File: src/hdl/iag_consts.svh
`ifndef IAG_CONSTS_SVH
`define IAG_CONSTS_SVH

// ----------------------------------------
// Register map
// ----------------------------------------
`define IAG_BANK_OFFSET 16'hfff3
`define IAG_BANK_RESET 8'h00
`define IAG_RDATA_RESET 8'h00

// ----------------------------------------
// Address formation
// ----------------------------------------
`define IAG_PC_RESET 16'h0000
`define IAG_DISP_SIGN_BIT 7
`define IAG_PC_W 16
`define IAG_BANK_W 8
`define IAG_LEN_W 3

`endif

File: src/hdl/iag_pkg.sv
`include "iag_consts.svh"

package iag_pkg;
	typedef logic [`IAG_PC_W-1:0] iag_pc_t;
	typedef logic [`IAG_BANK_W-1:0] iag_bank_t;
	typedef logic [`IAG_LEN_W-1:0] iag_len_t;
	typedef logic [7:0] iag_disp_t;
	typedef enum logic [1:0] {
		IAG_BR_NONE,
		IAG_BR_REL,
		IAG_BR_ABS
	} iag_br_kind_t;
endpackage : iag_pkg

File: src/hdl/iag_rel_if.sv
`timescale 1ns/1ps

interface iag_rel_if;
	iag_pkg::iag_pc_t pc;
	iag_pkg::iag_len_t len;
	iag_pkg::iag_disp_t disp;
	iag_pkg::iag_pc_t target;

	modport calc (input pc, input len, input disp, output target);
	modport user (output pc, output len, output disp, input target);
endinterface : iag_rel_if

File: src/hdl/iag_rel_adder.sv
`timescale 1ns/1ps
`include "iag_consts.svh"

module iag_rel_adder (
	iag_rel_if.calc rel
);
	iag_pkg::iag_pc_t next_instr;
	iag_pkg::iag_pc_t disp_ext;

	always_comb begin
		// Start of the instruction after the branch
		next_instr = rel.pc + {{(`IAG_PC_W-`IAG_LEN_W){1'b0}}, rel.len};
		// Upper bits copy the sign bit
		disp_ext = {{(`IAG_PC_W-8){rel.disp[`IAG_DISP_SIGN_BIT]}}, rel.disp};
		// Carry out of the top bit is dropped
		rel.target = next_instr + disp_ext;
	end
endmodule : iag_rel_adder

File: src/hdl/iag_top.sv
`timescale 1ns/1ps
`include "iag_consts.svh"

module iag_top (
	// Clock and reset
	input wire logic clk,
	input wire logic rst,
	// Instruction completion from decoder
	input wire logic instr_done,
	input wire iag_pkg::iag_len_t instr_len,
	input wire iag_pkg::iag_br_kind_t br_kind,
	input wire iag_pkg::iag_disp_t branch_displacement,
	input wire iag_pkg::iag_pc_t br_target,
	// Special function register port
	input wire logic [15:0] sfr_addr,
	input wire logic sfr_wr,
	input wire logic sfr_rd,
	input wire logic [7:0] sfr_wdata,
	output logic [7:0] sfr_rdata,
	// Fetch address to fetch unit
	output iag_pkg::iag_pc_t fetch_pc,
	output iag_pkg::iag_bank_t fetch_bank,
	output logic [`IAG_BANK_W+`IAG_PC_W-1:0] fetch_addr
);
	// ----------------------------------------
	// State
	// ----------------------------------------
	iag_pkg::iag_pc_t pc_r;
	iag_pkg::iag_pc_t pc_nxt;
	iag_pkg::iag_bank_t bank_r;
	iag_pkg::iag_bank_t bank_nxt;
	logic [7:0] rdata_r;
	logic [7:0] rdata_nxt;
	logic [`IAG_BANK_W+`IAG_PC_W-1:0] addr_r;
	logic [`IAG_BANK_W+`IAG_PC_W-1:0] addr_nxt;
	logic bank_hit;
	logic signed [16:0] rel_ref;

	iag_rel_if rel ();

	iag_rel_adder u_rel_adder (
		.rel(rel.calc)
	);

	// ----------------------------------------
	// Next address
	// ----------------------------------------
	always_comb begin
		rel.pc = pc_r;
		rel.len = instr_len;
		rel.disp = branch_displacement;
		pc_nxt = pc_r;
		if (instr_done) begin
			case (br_kind)
				iag_pkg::IAG_BR_REL: pc_nxt = rel.target;
				iag_pkg::IAG_BR_ABS: pc_nxt = br_target;
				iag_pkg::IAG_BR_NONE: pc_nxt = pc_r + {13'h0000, instr_len};
				default: pc_nxt = pc_r + {13'h0000, instr_len};
			endcase
		end
	end

	always_ff @(posedge clk or posedge rst) begin
		if (rst) begin
			pc_r <= `IAG_PC_RESET;
		end else begin
			pc_r <= pc_nxt;
		end
	end

	// ----------------------------------------
	// Bank select register
	// ----------------------------------------
	always_comb begin
		bank_hit = (sfr_addr == `IAG_BANK_OFFSET);
		bank_nxt = bank_r;
		if (sfr_wr && bank_hit) begin
			bank_nxt = sfr_wdata;
		end
		rdata_nxt = rdata_r;
		if (sfr_rd) begin
			rdata_nxt = bank_hit ? bank_r : 8'h00;
		end
	end

	always_ff @(posedge clk or posedge rst) begin
		if (rst) begin
			bank_r <= `IAG_BANK_RESET;
			rdata_r <= `IAG_RDATA_RESET;
		end else begin
			bank_r <= bank_nxt;
			rdata_r <= rdata_nxt;
		end
	end

	// ----------------------------------------
	// Fetch address
	// ----------------------------------------
	always_comb begin
		addr_nxt = {bank_nxt, pc_nxt};
	end

	always_ff @(posedge clk or posedge rst) begin
		if (rst) begin
			addr_r <= {`IAG_BANK_RESET, `IAG_PC_RESET};
		end else begin
			addr_r <= addr_nxt;
		end
	end

	assign fetch_pc = pc_r;
	assign fetch_bank = bank_r;
	assign fetch_addr = addr_r;
	assign sfr_rdata = rdata_r;

	// Signed reference for the relative target
	always_comb begin
		rel_ref = $signed({1'b0, pc_r}) + $signed({14'h0000, instr_len})
			+ $signed(branch_displacement);
	end
endmodule : iag_top

File: config.mk
export PLATFORM = sky130hd
export DESIGN_NAME = iag_top
export DESIGN_NICKNAME = d
export VERILOG_FILES = /design/src/hdl/iag_pkg.sv /design/src/hdl/iag_rel_if.sv /design/src/hdl/iag_rel_adder.sv /design/src/hdl/iag_top.sv
export VERILOG_INCLUDE_DIRS = /design/src /design/src/hdl
export SDC_FILE = /design/constraint.sdc
export NUM_CORES = 1
export LEC_CHECK = 0
export ABC_AREA = 1
export BUFFER_PORTS_ARGS = -buffer_cell sky130_fd_sc_hd__buf_2
export CAP_MARGIN = 20
export CORE_ASPECT_RATIO = 0.8
export CORE_MARGIN = 2
export CORE_UTILIZATION = 40
export DETAILED_ROUTE_END_ITERATION = 10
export PLACE_DENSITY = 0.67
export SLEW_MARGIN = 20
export SYNTH_ARGS = -nofsm -noshare
export SYNTH_HDL_FRONTEND = slang
export SYNTH_SLANG_ARGS = --single-unit
File: constraint.sdc
create_clock -name clk -period 4.7 [get_ports clk]
set_input_delay 0.47 -clock clk [delete_from_list [all_inputs] [get_ports clk]]
set_output_delay 0.47 -clock clk [all_outputs]
set_load 0.02 [all_outputs]
==> metrics.md, run 1 <==
| Metric | Value |
|---|---|
| Average size of a mapped cell | `~6.7 um2` |
| Pin count of the biggest net entering global routing | `33` |
| Total half-perimeter wirelength after legalization and detailed placement | `approximately 6500 um` |
| Placeable Area | `approximately 7400 um2` |
| 1st-iter DRT viols | `approximately 110` |
| Overall die width | `around 100 um` |
| Grt total ovfl | `0` |
| Count of mapped cells out of synthesis | `roughly 450` |
| Number of cells in the design after placement | `approximately 620` |
| Total area of multi-input combinational cells | `about 1700 um2` |
| Overall global routing resource usage | `0.195` |
| Transition at the pin with the smallest max-transition slack | `0.656 ns` |
| RD Place Congestion | `0.894` |
| Pwr Total | `1.25 mW` |
| CP max FO | `5` |
| Post-layout nets | `approximately 620` |
| Num rows | `28` |
| Max Clk Rate | `around 310 MHz` |
| Detailed-router iteration count before antenna repair | `4` |
| Number of buffers inserted for hold repair after clock tree synthesis | `0` |
| Flops & latches, synth | `32` |
| First-pass GRT wire length | `about 13000 um` |
| Clock sink count | `32` |
| Kind of start point of the critical path | `flip-flop` |
| Gates resized, CTS repair | `0` |
| Clock root buffer | `sky130_fd_sc_hd__clkbuf_8` |
| Start-to-end type of the worst setup path | `flip-flop to flip-flop` |
| Maximum clock insertion buffer count | `2` |
| Number of global-route vias before repair | `2723` |
| Clock latency of the later-clocked register in the worst-skew pair | `0.29 ns` |
| Worst EP required | `about 4.9 ns` |
| Count of unresolved DRC violations after routing | `0` |
| Die area | `8270 um2` |
| Filler Cell Count | `783` |
| Final setup viols | `0` |
| Worst reg-to-reg path cell count | `19` |
| Setup Fix Bufs, Post-CTS | `0` |
| Final Hold Violating Endpoints | `0` |
| Via count | `just over 3000` |
| WL/cell | `12.8 um` |
| Layout Skew | `0.00586 ns` |
| Power Dens Cells | `about 350 nW/um2` |
| Register clock-pin slew on the reported worst setup and hold paths | `roughly 0.070 ns` |
| Area growth, synth to finish | `19.2%` |
| Highest ir drop seen on vdd | `roughly 0.18 mV` |
| Number of I/O pins | `about 110` |
| Final wirelength | `just over 8000 um` |
| Min-delay worst type | `input pin to asynchronous set/reset pin` |
| Minimum period implied by the final worst setup slack | `~3.2 ns` |
| Static Leakage | `2.11 nW` |
| Total number of H-tree levels | `2` |
| Portion of the clock cycle consumed by the worst path in the final layout | `0.685` |
| IO buf count | `approximately 110` |
| Vert. Die Dim | `around 82 um` |
| RSZ-0062 raised after global routing | `no` |
| Endpoint arrival time on the critical path | `3.39 ns` |
| Ratio of cells with drive above 1 in the final layout | `0.256` |
| Post-Synthesis Cell Area | `3020 um2` |
| Count of different cell masters after synthesis | `34` |
| Worst slew slack as a fraction of its limit | `0.563` |
| Number of clock buffers inserted by TritonCTS | `5` |
| Initial antenna violation count | `0` |
| Category of the worst setup path capture point | `flip-flop` |
| Register cell area after layout | `approximately 800 um2` |
| Max_cap viols | `0` |
| Initial standard-cell utilization of the core | `0.411` |
| Synthesis Warnings | `0` |
| Number of cells in the finished layout apart from fillers | `630` |
| Antenna Nets Post-Route | `0` |
| Run status | `completed` |
| Post-Route Setup TNS | `0 ns` |
| Count of antenna diodes in the layout | `0` |
| Clock tree from TritonCTS | `done` |
| Sequential area share after synthesis | `0.265` |
| Syn nets | `531` |
| DR vias/cell | `between 4 and 5` |
| Final max-slew violation count | `0` |
-- report_power, final --
| group | total [mW] | switching, mW | internal [mW] | leakage (nW) |
|---|---|---|---|---|
| sequential | 0.352 | 0.0480 | 0.304 | 0.421 |
| combinational | 0.631 | 0.408 | 0.223 | 1.63 |
| clock | 0.265 | 0.108 | 0.157 | 0.0541 |
| total | 1.25 | 0.564 | 0.683 | 2.11 |
-- registers in the layout, indices dropped and copies added, names as in the netlist --
signal / cells
fetch_addr: 24
sfr_rdata: 8
-- layout by cell type, fill, tap and decap left out, types with 11 or more instances in the layout --
cell,instances
sky130_fd_sc_hd__inv_1,69
sky130_fd_sc_hd__o21ai_0,28
sky130_fd_sc_hd__nand2_1,120
sky130_fd_sc_hd__nor2_1,22
sky130_fd_sc_hd__xor2_1,11
sky130_fd_sc_hd__ha_1,20
sky130_fd_sc_hd__dfrtp_1,32
sky130_fd_sc_hd__nand3_1,32
sky130_fd_sc_hd__buf_2,113
sky130_fd_sc_hd__a21oi_1,37
-- synth_stat cells --
cell | n | area, um2
sky130_fd_sc_hd__a21o_1 | 1 | 7.51
sky130_fd_sc_hd__a21oi_1 | 37 | 185
sky130_fd_sc_hd__a21oi_2 | 1 | 8.76
sky130_fd_sc_hd__a22o_1 | 1 | 8.76
sky130_fd_sc_hd__a31oi_1 | 1 | 6.26
sky130_fd_sc_hd__buf_2 | 3 | 15.0
sky130_fd_sc_hd__buf_4 | 24 | 180
sky130_fd_sc_hd__clkbuf_1 | 6 | 22.5
sky130_fd_sc_hd__clkinv_1 | 2 | 7.51
sky130_fd_sc_hd__dfrtp_1 | 32 | 801
sky130_fd_sc_hd__fa_1 | 2 | 40.0
sky130_fd_sc_hd__ha_1 | 20 | 250
sky130_fd_sc_hd__inv_1 | 69 | 259
sky130_fd_sc_hd__mux2_2 | 8 | 90.1
sky130_fd_sc_hd__nand2_1 | 120 | 450
sky130_fd_sc_hd__nand2_2 | 2 | 12.5
sky130_fd_sc_hd__nand3_1 | 32 | 160
sky130_fd_sc_hd__nand4_1 | 6 | 37.5
sky130_fd_sc_hd__nand4_2 | 1 | 12.5
sky130_fd_sc_hd__nor2_1 | 22 | 82.6
sky130_fd_sc_hd__nor2_2 | 2 | 12.5
sky130_fd_sc_hd__nor2_4 | 1 | 11.3
sky130_fd_sc_hd__nor3_1 | 3 | 15.0
sky130_fd_sc_hd__nor4_1 | 1 | 6.26
sky130_fd_sc_hd__o211ai_1 | 4 | 30.0
sky130_fd_sc_hd__o21ai_0 | 28 | 140
sky130_fd_sc_hd__o21ai_1 | 3 | 15.0
sky130_fd_sc_hd__o21bai_1 | 3 | 22.5
sky130_fd_sc_hd__o221ai_1 | 1 | 8.76
sky130_fd_sc_hd__or2_0 | 1 | 6.26
sky130_fd_sc_hd__or2_1 | 1 | 6.26
sky130_fd_sc_hd__or2_2 | 1 | 6.26
sky130_fd_sc_hd__xnor2_1 | 1 | 8.76
sky130_fd_sc_hd__xor2_1 | 11 | 96.3
-- path summary, 6_finish.rpt --
path | start | to | slack (ns)
setup reg to reg | fetch_addr[0] | fetch_addr[13] | 1.48
max in group asynchronous | rst | fetch_addr[16] | 4.14
hold reg to reg | sfr_rdata[4] | sfr_rdata[4] | 0.52
hold / removal | rst | sfr_rdata[3] | 0.26
min in group clk | sfr_wdata[7] | fetch_addr[23] | 0.41
setup / recovery | fetch_addr[0] | fetch_addr[13] | 1.48
-- worst max-delay path: stages (launching register included) --
cell and delay (ns):
sky130_fd_sc_hd__dfrtp_1 0.39, sky130_fd_sc_hd__ha_1 0.18, sky130_fd_sc_hd__inv_1 0.06, sky130_fd_sc_hd__fa_1 0.38, sky130_fd_sc_hd__inv_1 0.06, sky130_fd_sc_hd__nand2_1 0.07
sky130_fd_sc_hd__a21oi_1 0.24, sky130_fd_sc_hd__nand3_1 0.16, sky130_fd_sc_hd__xor2_1 0.21, sky130_fd_sc_hd__inv_1 0.07, sky130_fd_sc_hd__ha_1 0.35, sky130_fd_sc_hd__nand2_1 0.09
sky130_fd_sc_hd__nand2_1 0.08, sky130_fd_sc_hd__o21bai_1 0.15, sky130_fd_sc_hd__a21oi_1 0.21, sky130_fd_sc_hd__nand3_1 0.11, sky130_fd_sc_hd__nand3_1 0.09, sky130_fd_sc_hd__nand2_1 0.07
sky130_fd_sc_hd__nand2_1 0.07, sky130_fd_sc_hd__o21ai_1 0.05
-- metrics by stage --
step                 util  hold WS (ns)  setup WS [ns]  cell area, um2
global placement    0.474         0.508           1.40            3490
global route        0.490         0.299           1.12            3600
floorplan               -         0.586           1.73            3020
finish              0.490         0.256           1.48            3600
detailed placement  0.474         0.511           1.35            3490
CTS                 0.490         0.273           1.49            3600
-- logic make-up after synthesis --
family          count (synthesis)  share of synthesized area
flops                          32                      0.265
fa+ha+maj                      22                     0.0960
simple gates                  193                      0.271
compound gates                 80                      0.143
buf+inv                       104                      0.160
mux                             8                     0.0298
xor+xnor                       12                     0.0348
-- metal layers --
layer | GRT usage | share of wire
met5 | 0 | 0
met4 | 0.0419 | 0.0078
met3 | 0.0315 | 0.043
met2 | 0.318 | 0.46
met1 | 0.273 | 0.49
-- cell type report --
class | instances | area share
Clock buffer | 5 | 0.0191
Clock inverter | 3 | 0.0118
Inverter | 71 | 0.0740
Multi-Input combinational cell | 315 | 0.482
Sequential cell | 32 | 0.222
Tap cell | 90 | 0.0313
Timing Repair Buffer | 114 | 0.159
Power figures use the tool's default switching activity.
==> run 2: changes to the inputs <==
--- a/config.mk
+++ b/config.mk
@@ -13,7 +13,7 @@
 export CORE_MARGIN = 2
 export CORE_UTILIZATION = 40
 export DETAILED_ROUTE_END_ITERATION = 10
-export PLACE_DENSITY = 0.67
+export PLACE_DENSITY = 0.7
 export SLEW_MARGIN = 20
 export SYNTH_ARGS = -nofsm -noshare
 export SYNTH_HDL_FRONTEND = slang
==> constraint.sdc (replaced) <==
create_clock -name clk -period 2.7 [get_ports clk]
set_input_delay 0.27 -clock clk [delete_from_list [all_inputs] [get_ports clk]]
set_output_delay 0.27 -clock clk [all_outputs]
set_load 0.02 [all_outputs]
==> run 2 against run 1 <==
  * The run now ends with negative setup slack left
  * Clock-buffer cell count did not move
  * Largest cell class unchanged
  * Fmax rose by 13%
  * Largest power group unchanged
  * Register-to-register slack got worse by 1.6 ns
  * Critical path type unchanged
  * Wire length rose by 15%
==> metrics.md, run 2 (synthesis results as in run 1) <==
| Metric | Value |
|---|---|
| Switching power | `1.25 mW` |
| Hold WS | `0.0610 ns` |
| Sequence of cells on the critical path | `ha_4 -> inv_2 -> fa_2 -> inv_2 -> nand2_4 -> nand2_4 -> nand3_4 -> nor2_4 -> nand2_4 -> xor2_4 -> ha_4 -> nand2_2 -> nor2_2 -> nand4_1 -> nand3_1 -> nand2_1 -> nand3_1 -> nand2_1 -> nand2_1 -> nand2_1` |
| Endpoint arrival time on the critical path | `between 3 and 4 ns` |
| Fraction of power consumed by combinational cells | `0.614` |
| Detailed-router iteration count before antenna repair | `6` |
| Max_cap viols | `0` |
| Start-to-end type of the worst setup path | `flip-flop to flip-flop` |
| Number of buffers inserted for hold repair after clock tree synthesis | `0` |
| Power Dens Cells | `632 nW/um2` |
| Final max-slew violation count | `0` |
| Switching share of total power | `0.452` |
| Crit path max-delay cell type | `sky130_fd_sc_hd__dfrtp_2` |
| Clock tree from TritonCTS | `done` |
| IO buf count | `around 110` |
| Highest ir drop seen on vdd | `just under 0.3 mV` |
| Portion of the clock cycle consumed by the worst path in the final layout | `1.06` |
| Initial standard-cell utilization of the core | `0.411` |
| Pin count of the biggest net entering global routing | `19` |
| Number of global-route vias before repair | `3042` |
| Clock latency of the later-clocked register in the worst-skew pair | `about 0.28 ns` |
| Clock sink count | `32` |
| Run status | `finished, violations left` |
| Ratio of cells with drive above 1 in the final layout | `0.439` |
| Placeable Area | `~7400 um2` |
| Antenna Nets Post-Route | `0` |
| Category of the worst setup path capture point | `flip-flop` |
| Area growth, synth to finish | `45.0%` |
| RSZ-0062 raised after global routing | `yes` |
| 1st-iter DRT viols | `approximately 150` |
| Num rows | `28` |
| Final Hold Violating Endpoints | `0` |
| Final setup viols | `10` |
| Count of antenna diodes in the layout | `0` |
| Final wirelength | `a little over 9000 um` |
| Die area | `approximately 8300 um2` |
| Total number of H-tree levels | `2` |
| Area of all placed cells without fillers | `between 4000 and 5000 um2` |
| Count of unresolved DRC violations after routing | `0` |
| Max Clk Rate | `between 300 and 400 MHz` |
| Kind of start point of the critical path | `flip-flop` |
| Static Leakage | `2.36 nW` |
| Final worst-path setup slack | `-0.154 ns` |
| Vert. Die Dim | `approximately 80 um` |
| Most frequent standard cell in the layout excluding fill and tap cells | `sky130_fd_sc_hd__buf_2` |
| Worst EP required | `2.87 ns` |
| Sequential share of power | `0.221` |
| Max reg flops | `24` |
| Most frequent cell on the critical path | `sky130_fd_sc_hd__nand2_1` |
| Maximum clock insertion buffer count | `2` |
| RD Place Congestion | `~0.95` |
| Initial antenna violation count | `0` |
| Violations in the final reports | `negative setup slack` |
| Layout Skew | `roughly 0.013 ns` |
| Minimum period implied by the final worst setup slack | `2.85 ns` |
| Number of clock buffers inserted by TritonCTS | `5` |
| Register clock-pin slew on the reported worst setup and hold paths | `approximately 0.080 ns` |
| WL/cell | `13.8 um` |
| CP max FO | `4` |
| Post-layout nets | `around 660` |
| Delay contributed by the slowest stage of the critical path | `about 0.38 ns` |
| Placed cell areas | `3740 um2` |
| DR vias/cell | `between 5 and 6` |
| Int Power | `approximately 1.5 mW` |
| Clock root buffer | `sky130_fd_sc_hd__clkbuf_8` |
| Overall global routing resource usage | `0.207` |
| Grt total ovfl | `0` |
| Overall die width | `101 um` |
| Min-delay worst type | `input pin to asynchronous set/reset pin` |
| Worst slew slack as a fraction of its limit | `0.574` |
| Via count | `3373` |
| Most frequent cells in the layout | `sky130_fd_sc_hd__buf_2, sky130_fd_sc_hd__nand2_1, sky130_fd_sc_hd__inv_1, sky130_fd_sc_hd__buf_4, sky130_fd_sc_hd__dfrtp_1` |
| First-pass GRT wire length | `about 14000 um` |
| Total half-perimeter wirelength after legalization and detailed placement | `6780 um` |
| Part of the total power dissipated in the clock network | `0.166` |
| Transition at the pin with the smallest max-transition slack | `0.638 ns` |
| Number of I/O pins | `114` |
## run 2: cell count changes in the layout (fill, tap and decap cells not counted), moves of 8 or more
| cell | before | now |
|---|---|---|
| sky130_fd_sc_hd__a21oi_2 | 1 | 9 |
| sky130_fd_sc_hd__nand2_1 | 120 | 98 |
| sky130_fd_sc_hd__nand2_2 | 2 | 18 |
| sky130_fd_sc_hd__a21oi_1 | 37 | 25 |
| sky130_fd_sc_hd__ha_1 | 20 | 7 |
| sky130_fd_sc_hd__buf_4 | 1 | 35 |
| sky130_fd_sc_hd__ha_4 | 0 | 13 |
## run 2: per-stage QoR
step | setup WS (ns) | power (mW) | setup TNS [ns] | utilization | cells
3_3_place_gp | -0.213 | 1.85 | -1.49 | 0.509 | 651
6_report | -0.154 | 2.77 | -1.07 | 0.596 | 666
5_1_grt | -0.350 | 2.96 | -2.70 | 0.596 | 666
4_1_cts | -0.173 | 2.45 | -1.01 | 0.549 | 662
3_5_place_dp | -0.256 | 1.86 | -1.92 | 0.509 | 651
2_1_floorplan | -0.111 | 1.48 | -0.186 | - | 451
## run 2: critical path, delay by kind of cell (launching register included)
kind | cells | cell delay [ns]
adders and majority gates | 3 | 0.79
xor gates and xnor gates | 1 | 0.16
buffers and inverters | 2 | 0.10
and+or+nand+nor | 14 | 1.27
DFF | 1 | 0.38
## run 2: layout make-up
class / count / area [um2]
clock buffers: 5 / 68.8
clock inverters: 3 / 42.5
fillers: 664 / 2970
inverters: 71 / 267
multi-input cells: 315 / 2240
flip-flops and latches: 32 / 802
well taps: 90 / 113
repair buffers: 150 / 851
## run 2: routing by layer
layer | GRT usage | vias to the layer above | part of all wire
met5 | 0 | - | 0
met4 | 0.0486 | 0 | 0.017
met3 | 0.0340 | 18 | 0.050
met2 | 0.354 | 122 | 0.48
met1 | 0.276 | 1555 | 0.46
li1 | - | 1678 | -
## run 2: power by group through the flow
| stage | Combinational, mW | Sequential [mW] | Clock (mW) |
|---|---|---|---|
| floorplan | 0.812 | 0.666 | 0 |
| global placement | 1.23 | 0.613 | 0 |
| detailed placement | 1.25 | 0.614 | 0 |
| CTS | 1.37 | 0.608 | 0.473 |
| global route | 1.84 | 0.620 | 0.500 |
| finish | 1.70 | 0.611 | 0.459 |
## run 2: final timing paths
check	start	end	slack [ns]	cells after the start
min in group clk	sfr_wdata[2]	fetch_addr[18]	0.21	2
max in group asynchronous	rst	fetch_addr[0]	1.95	3
setup reg to reg	fetch_addr[0]	fetch_addr[12]	-0.15	20
hold reg to reg	sfr_rdata[6]	sfr_rdata[6]	0.52	2
hold / removal	rst	sfr_rdata[1]	0.06	2
setup / recovery	fetch_addr[0]	fetch_addr[12]	-0.15	20
## run 2: what timing repair did
action	CTS	global route
cloned	0	0
endpoints found under the setup margin	11	12
resized for setup	38	58
pin swaps	21	35
buffers inserted	3	4
==> run 3: changes to the inputs <==
--- a/config.mk
+++ b/config.mk
@@ -9,11 +9,13 @@
 export ABC_AREA = 1
 export BUFFER_PORTS_ARGS = -buffer_cell sky130_fd_sc_hd__buf_2
 export CAP_MARGIN = 20
+export CELL_PAD_IN_SITES_DETAIL_PLACEMENT = 0
+export CELL_PAD_IN_SITES_GLOBAL_PLACEMENT = 1
 export CORE_ASPECT_RATIO = 0.8
 export CORE_MARGIN = 2
-export CORE_UTILIZATION = 40
+export CORE_UTILIZATION = 31
 export DETAILED_ROUTE_END_ITERATION = 10
-export PLACE_DENSITY = 0.7
+export PLACE_DENSITY_LB_ADDON = 0.1
 export SLEW_MARGIN = 20
 export SYNTH_ARGS = -nofsm -noshare
 export SYNTH_HDL_FRONTEND = slang
==> run 3 against run 2 <==
  * The run still ends with negative setup slack left
  * Wire length up 3.5%
  * Largest power group unchanged
  * Fmax about the same
  * Final cell count up 4.8%
==> metrics.md, run 3 (synthesis results as in run 1) <==
| Metric | Value |
|---|---|
| 1st-iter DRT viols | `approximately 110` |
| Initial antenna violation count | `0` |
| Final max-slew violation count | `0` |
| Number of I/O pins | `114` |
| Max reg flops | `24` |
| Worst EP required | `between 2 and 3 ns` |
| DR vias/cell | `roughly 4.7` |
| Register clock-pin slew on the reported worst setup and hold paths | `approximately 0.060 ns` |
| Pwr Total | `between 2 and 3 mW` |
| Clock tree from TritonCTS | `done` |
| Final wirelength | `~9500 um` |
| Worst slew slack as a fraction of its limit | `0.517` |
| Transition at the pin with the smallest max-transition slack | `a little over 0.7 ns` |
| Most frequent cells in the layout | `sky130_fd_sc_hd__buf_2, sky130_fd_sc_hd__nand2_1, sky130_fd_sc_hd__inv_1, sky130_fd_sc_hd__buf_4, sky130_fd_sc_hd__dfrtp_1` |
| Via count | `between 3000 and 4000` |
| RSZ-0062 raised after global routing | `yes` |
| Kind of start point of the critical path | `flip-flop` |
| Post-Route Setup TNS | `-0.730 ns` |
| RD Place Congestion | `about 0.86` |
| Clock latency of the later-clocked register in the worst-skew pair | `around 0.28 ns` |
| Max Clk Rate | `between 300 and 400 MHz` |
| Most frequent standard cell in the layout excluding fill and tap cells | `sky130_fd_sc_hd__buf_2` |
| Detailed-router iteration count before antenna repair | `4` |
| Violations in the final reports | `negative setup slack` |
| Overall global routing resource usage | `0.176` |
| Overall die width | `about 110 um` |
| Post-layout nets | `658` |
| Final worst-path setup slack | `-0.153 ns` |
| Number of cells in the finished layout apart from fillers | `~700` |
| Start-to-end type of the worst setup path | `flip-flop to flip-flop` |
| Count of unresolved DRC violations after routing | `0` |
| Portion of the clock cycle consumed by the worst path in the final layout | `1.06` |
| CP max FO | `4` |
| Grt total ovfl | `0` |
| Initial standard-cell utilization of the core | `0.316` |
| Clock sink count | `32` |
| Min-delay worst type | `input pin to asynchronous set/reset pin` |
| Max_cap viols | `0` |
| Total number of H-tree levels | `2` |
| Layout Skew | `just over 0.005 ns` |
| Final Hold Violating Endpoints | `0` |
| Placeable Area | `around 9600 um2` |
| Pin count of the biggest net entering global routing | `20` |
| Number of cells in the design after placement | `686` |
| Hold WS | `0.0438 ns` |
| Area growth, synth to finish | `43.4%` |
| Endpoint arrival time on the critical path | `about 3.0 ns` |
| Antenna Nets Post-Route | `0` |
| Category of the worst setup path capture point | `flip-flop` |
| Final setup viols | `10` |
| Die area | `around 11000 um2` |
| Clock root buffer | `sky130_fd_sc_hd__clkbuf_16` |
| Minimum period implied by the final worst setup slack | `roughly 2.9 ns` |
| Power Dens Cells | `approximately 650 nW/um2` |
| Vert. Die Dim | `~92 um` |
| Ratio of cells with drive above 1 in the final layout | `0.399` |
| Highest ir drop seen on vdd | `around 0.32 mV` |
| Number of clock buffers inserted by TritonCTS | `5` |
| Num rows | `32` |
| Filler Cell Count | `approximately 1000` |
| First-pass GRT wire length | `roughly 15000 um` |
| IO buf count | `113` |
| Count of antenna diodes in the layout | `0` |
| Number of global-route vias before repair | `around 3000` |
| Run status | `finished, violations left` |
| WL/cell | `roughly 14 um` |
| Total half-perimeter wirelength after legalization and detailed placement | `7460 um` |
| Static Leakage | `2.38 nW` |
| Maximum clock insertion buffer count | `2` |
-- run 3: worst max-delay path, stage by stage (launching register included) --
cell,delay (ns)
sky130_fd_sc_hd__dfrtp_2,0.38
sky130_fd_sc_hd__ha_4,0.14
sky130_fd_sc_hd__inv_2,0.03
sky130_fd_sc_hd__fa_2,0.33
sky130_fd_sc_hd__inv_2,0.07
sky130_fd_sc_hd__nand2_4,0.06
sky130_fd_sc_hd__nand2_4,0.07
sky130_fd_sc_hd__nand3_4,0.08
sky130_fd_sc_hd__nor2_4,0.17
sky130_fd_sc_hd__nand2_4,0.08
sky130_fd_sc_hd__xor2_4,0.17
sky130_fd_sc_hd__ha_4,0.29
sky130_fd_sc_hd__nand2_4,0.09
sky130_fd_sc_hd__inv_2,0.04
sky130_fd_sc_hd__nand2_1,0.08
sky130_fd_sc_hd__nand2_1,0.07
sky130_fd_sc_hd__nand2_1,0.06
sky130_fd_sc_hd__nand2_1,0.05
sky130_fd_sc_hd__a21oi_2,0.14
sky130_fd_sc_hd__nand3_1,0.09
sky130_fd_sc_hd__nand3_1,0.08
sky130_fd_sc_hd__nand2_1,0.05
sky130_fd_sc_hd__nand2_1,0.06
sky130_fd_sc_hd__nand2_1,0.05
-- run 3: worst paths after layout --
kind	start	endpoint	slack [ns]	cells past startpoint
min in group clk	sfr_wdata[3]	fetch_addr[19]	0.22	2
max in group asynchronous	rst	fetch_addr[23]	1.97	3
hold / removal	rst	sfr_rdata[1]	0.04	2
hold reg to reg	sfr_rdata[2]	sfr_rdata[2]	0.52	2
setup / recovery	fetch_addr[0]	fetch_addr[15]	-0.15	23
setup reg to reg	fetch_addr[0]	fetch_addr[15]	-0.15	23
-- run 3: final cells by class --
class	instances	area, um2	area share
multi-input cells	315	2080	0.481
clock inverters	3	42.5	0.00981
repair buffers	153	866	0.200
flip-flops and latches	32	802	0.185
well taps	119	149	0.0343
clock buffers	5	125	0.0289
inverters	71	267	0.0615
-- run 3: timing repair --
item                                    4_1_cts  5_1_grt
buffers inserted                              3        1
endpoints found under the setup margin       12       13
hold endpoints to repair                      0        0
pin swaps                                    16       10
gates resized for setup                      42       18
hold buffers                                  0        0
-- run 3: report_power, final --
group	switching, mW	total, mW	internal [mW]
registers	0.0769	0.607	0.530
clock network	0.216	0.649	0.433
logic	0.905	1.56	0.654
-- run 3: layer usage --
metal | up-vias | global-route usage | share of wire
met3 | 6 | 0.0268 | 0.040
met1 | 1502 | 0.243 | 0.49
li1 | 1681 | - | -
met4 | 0 | 0.0274 | 0.0049
met5 | - | 0 | 0
met2 | 76 | 0.298 | 0.46
-- run 3: per-stage QoR --
step | utilization | instance area (um2) | setup slack [ns]
after floorplan | - | 3060 | -0.111
after detailed placement | 0.400 | 3820 | -0.315
after global routing | 0.453 | 4340 | -0.362
after CTS | 0.442 | 4230 | -0.150
final | 0.453 | 4340 | -0.153
after global placement | 0.400 | 3820 | -0.278
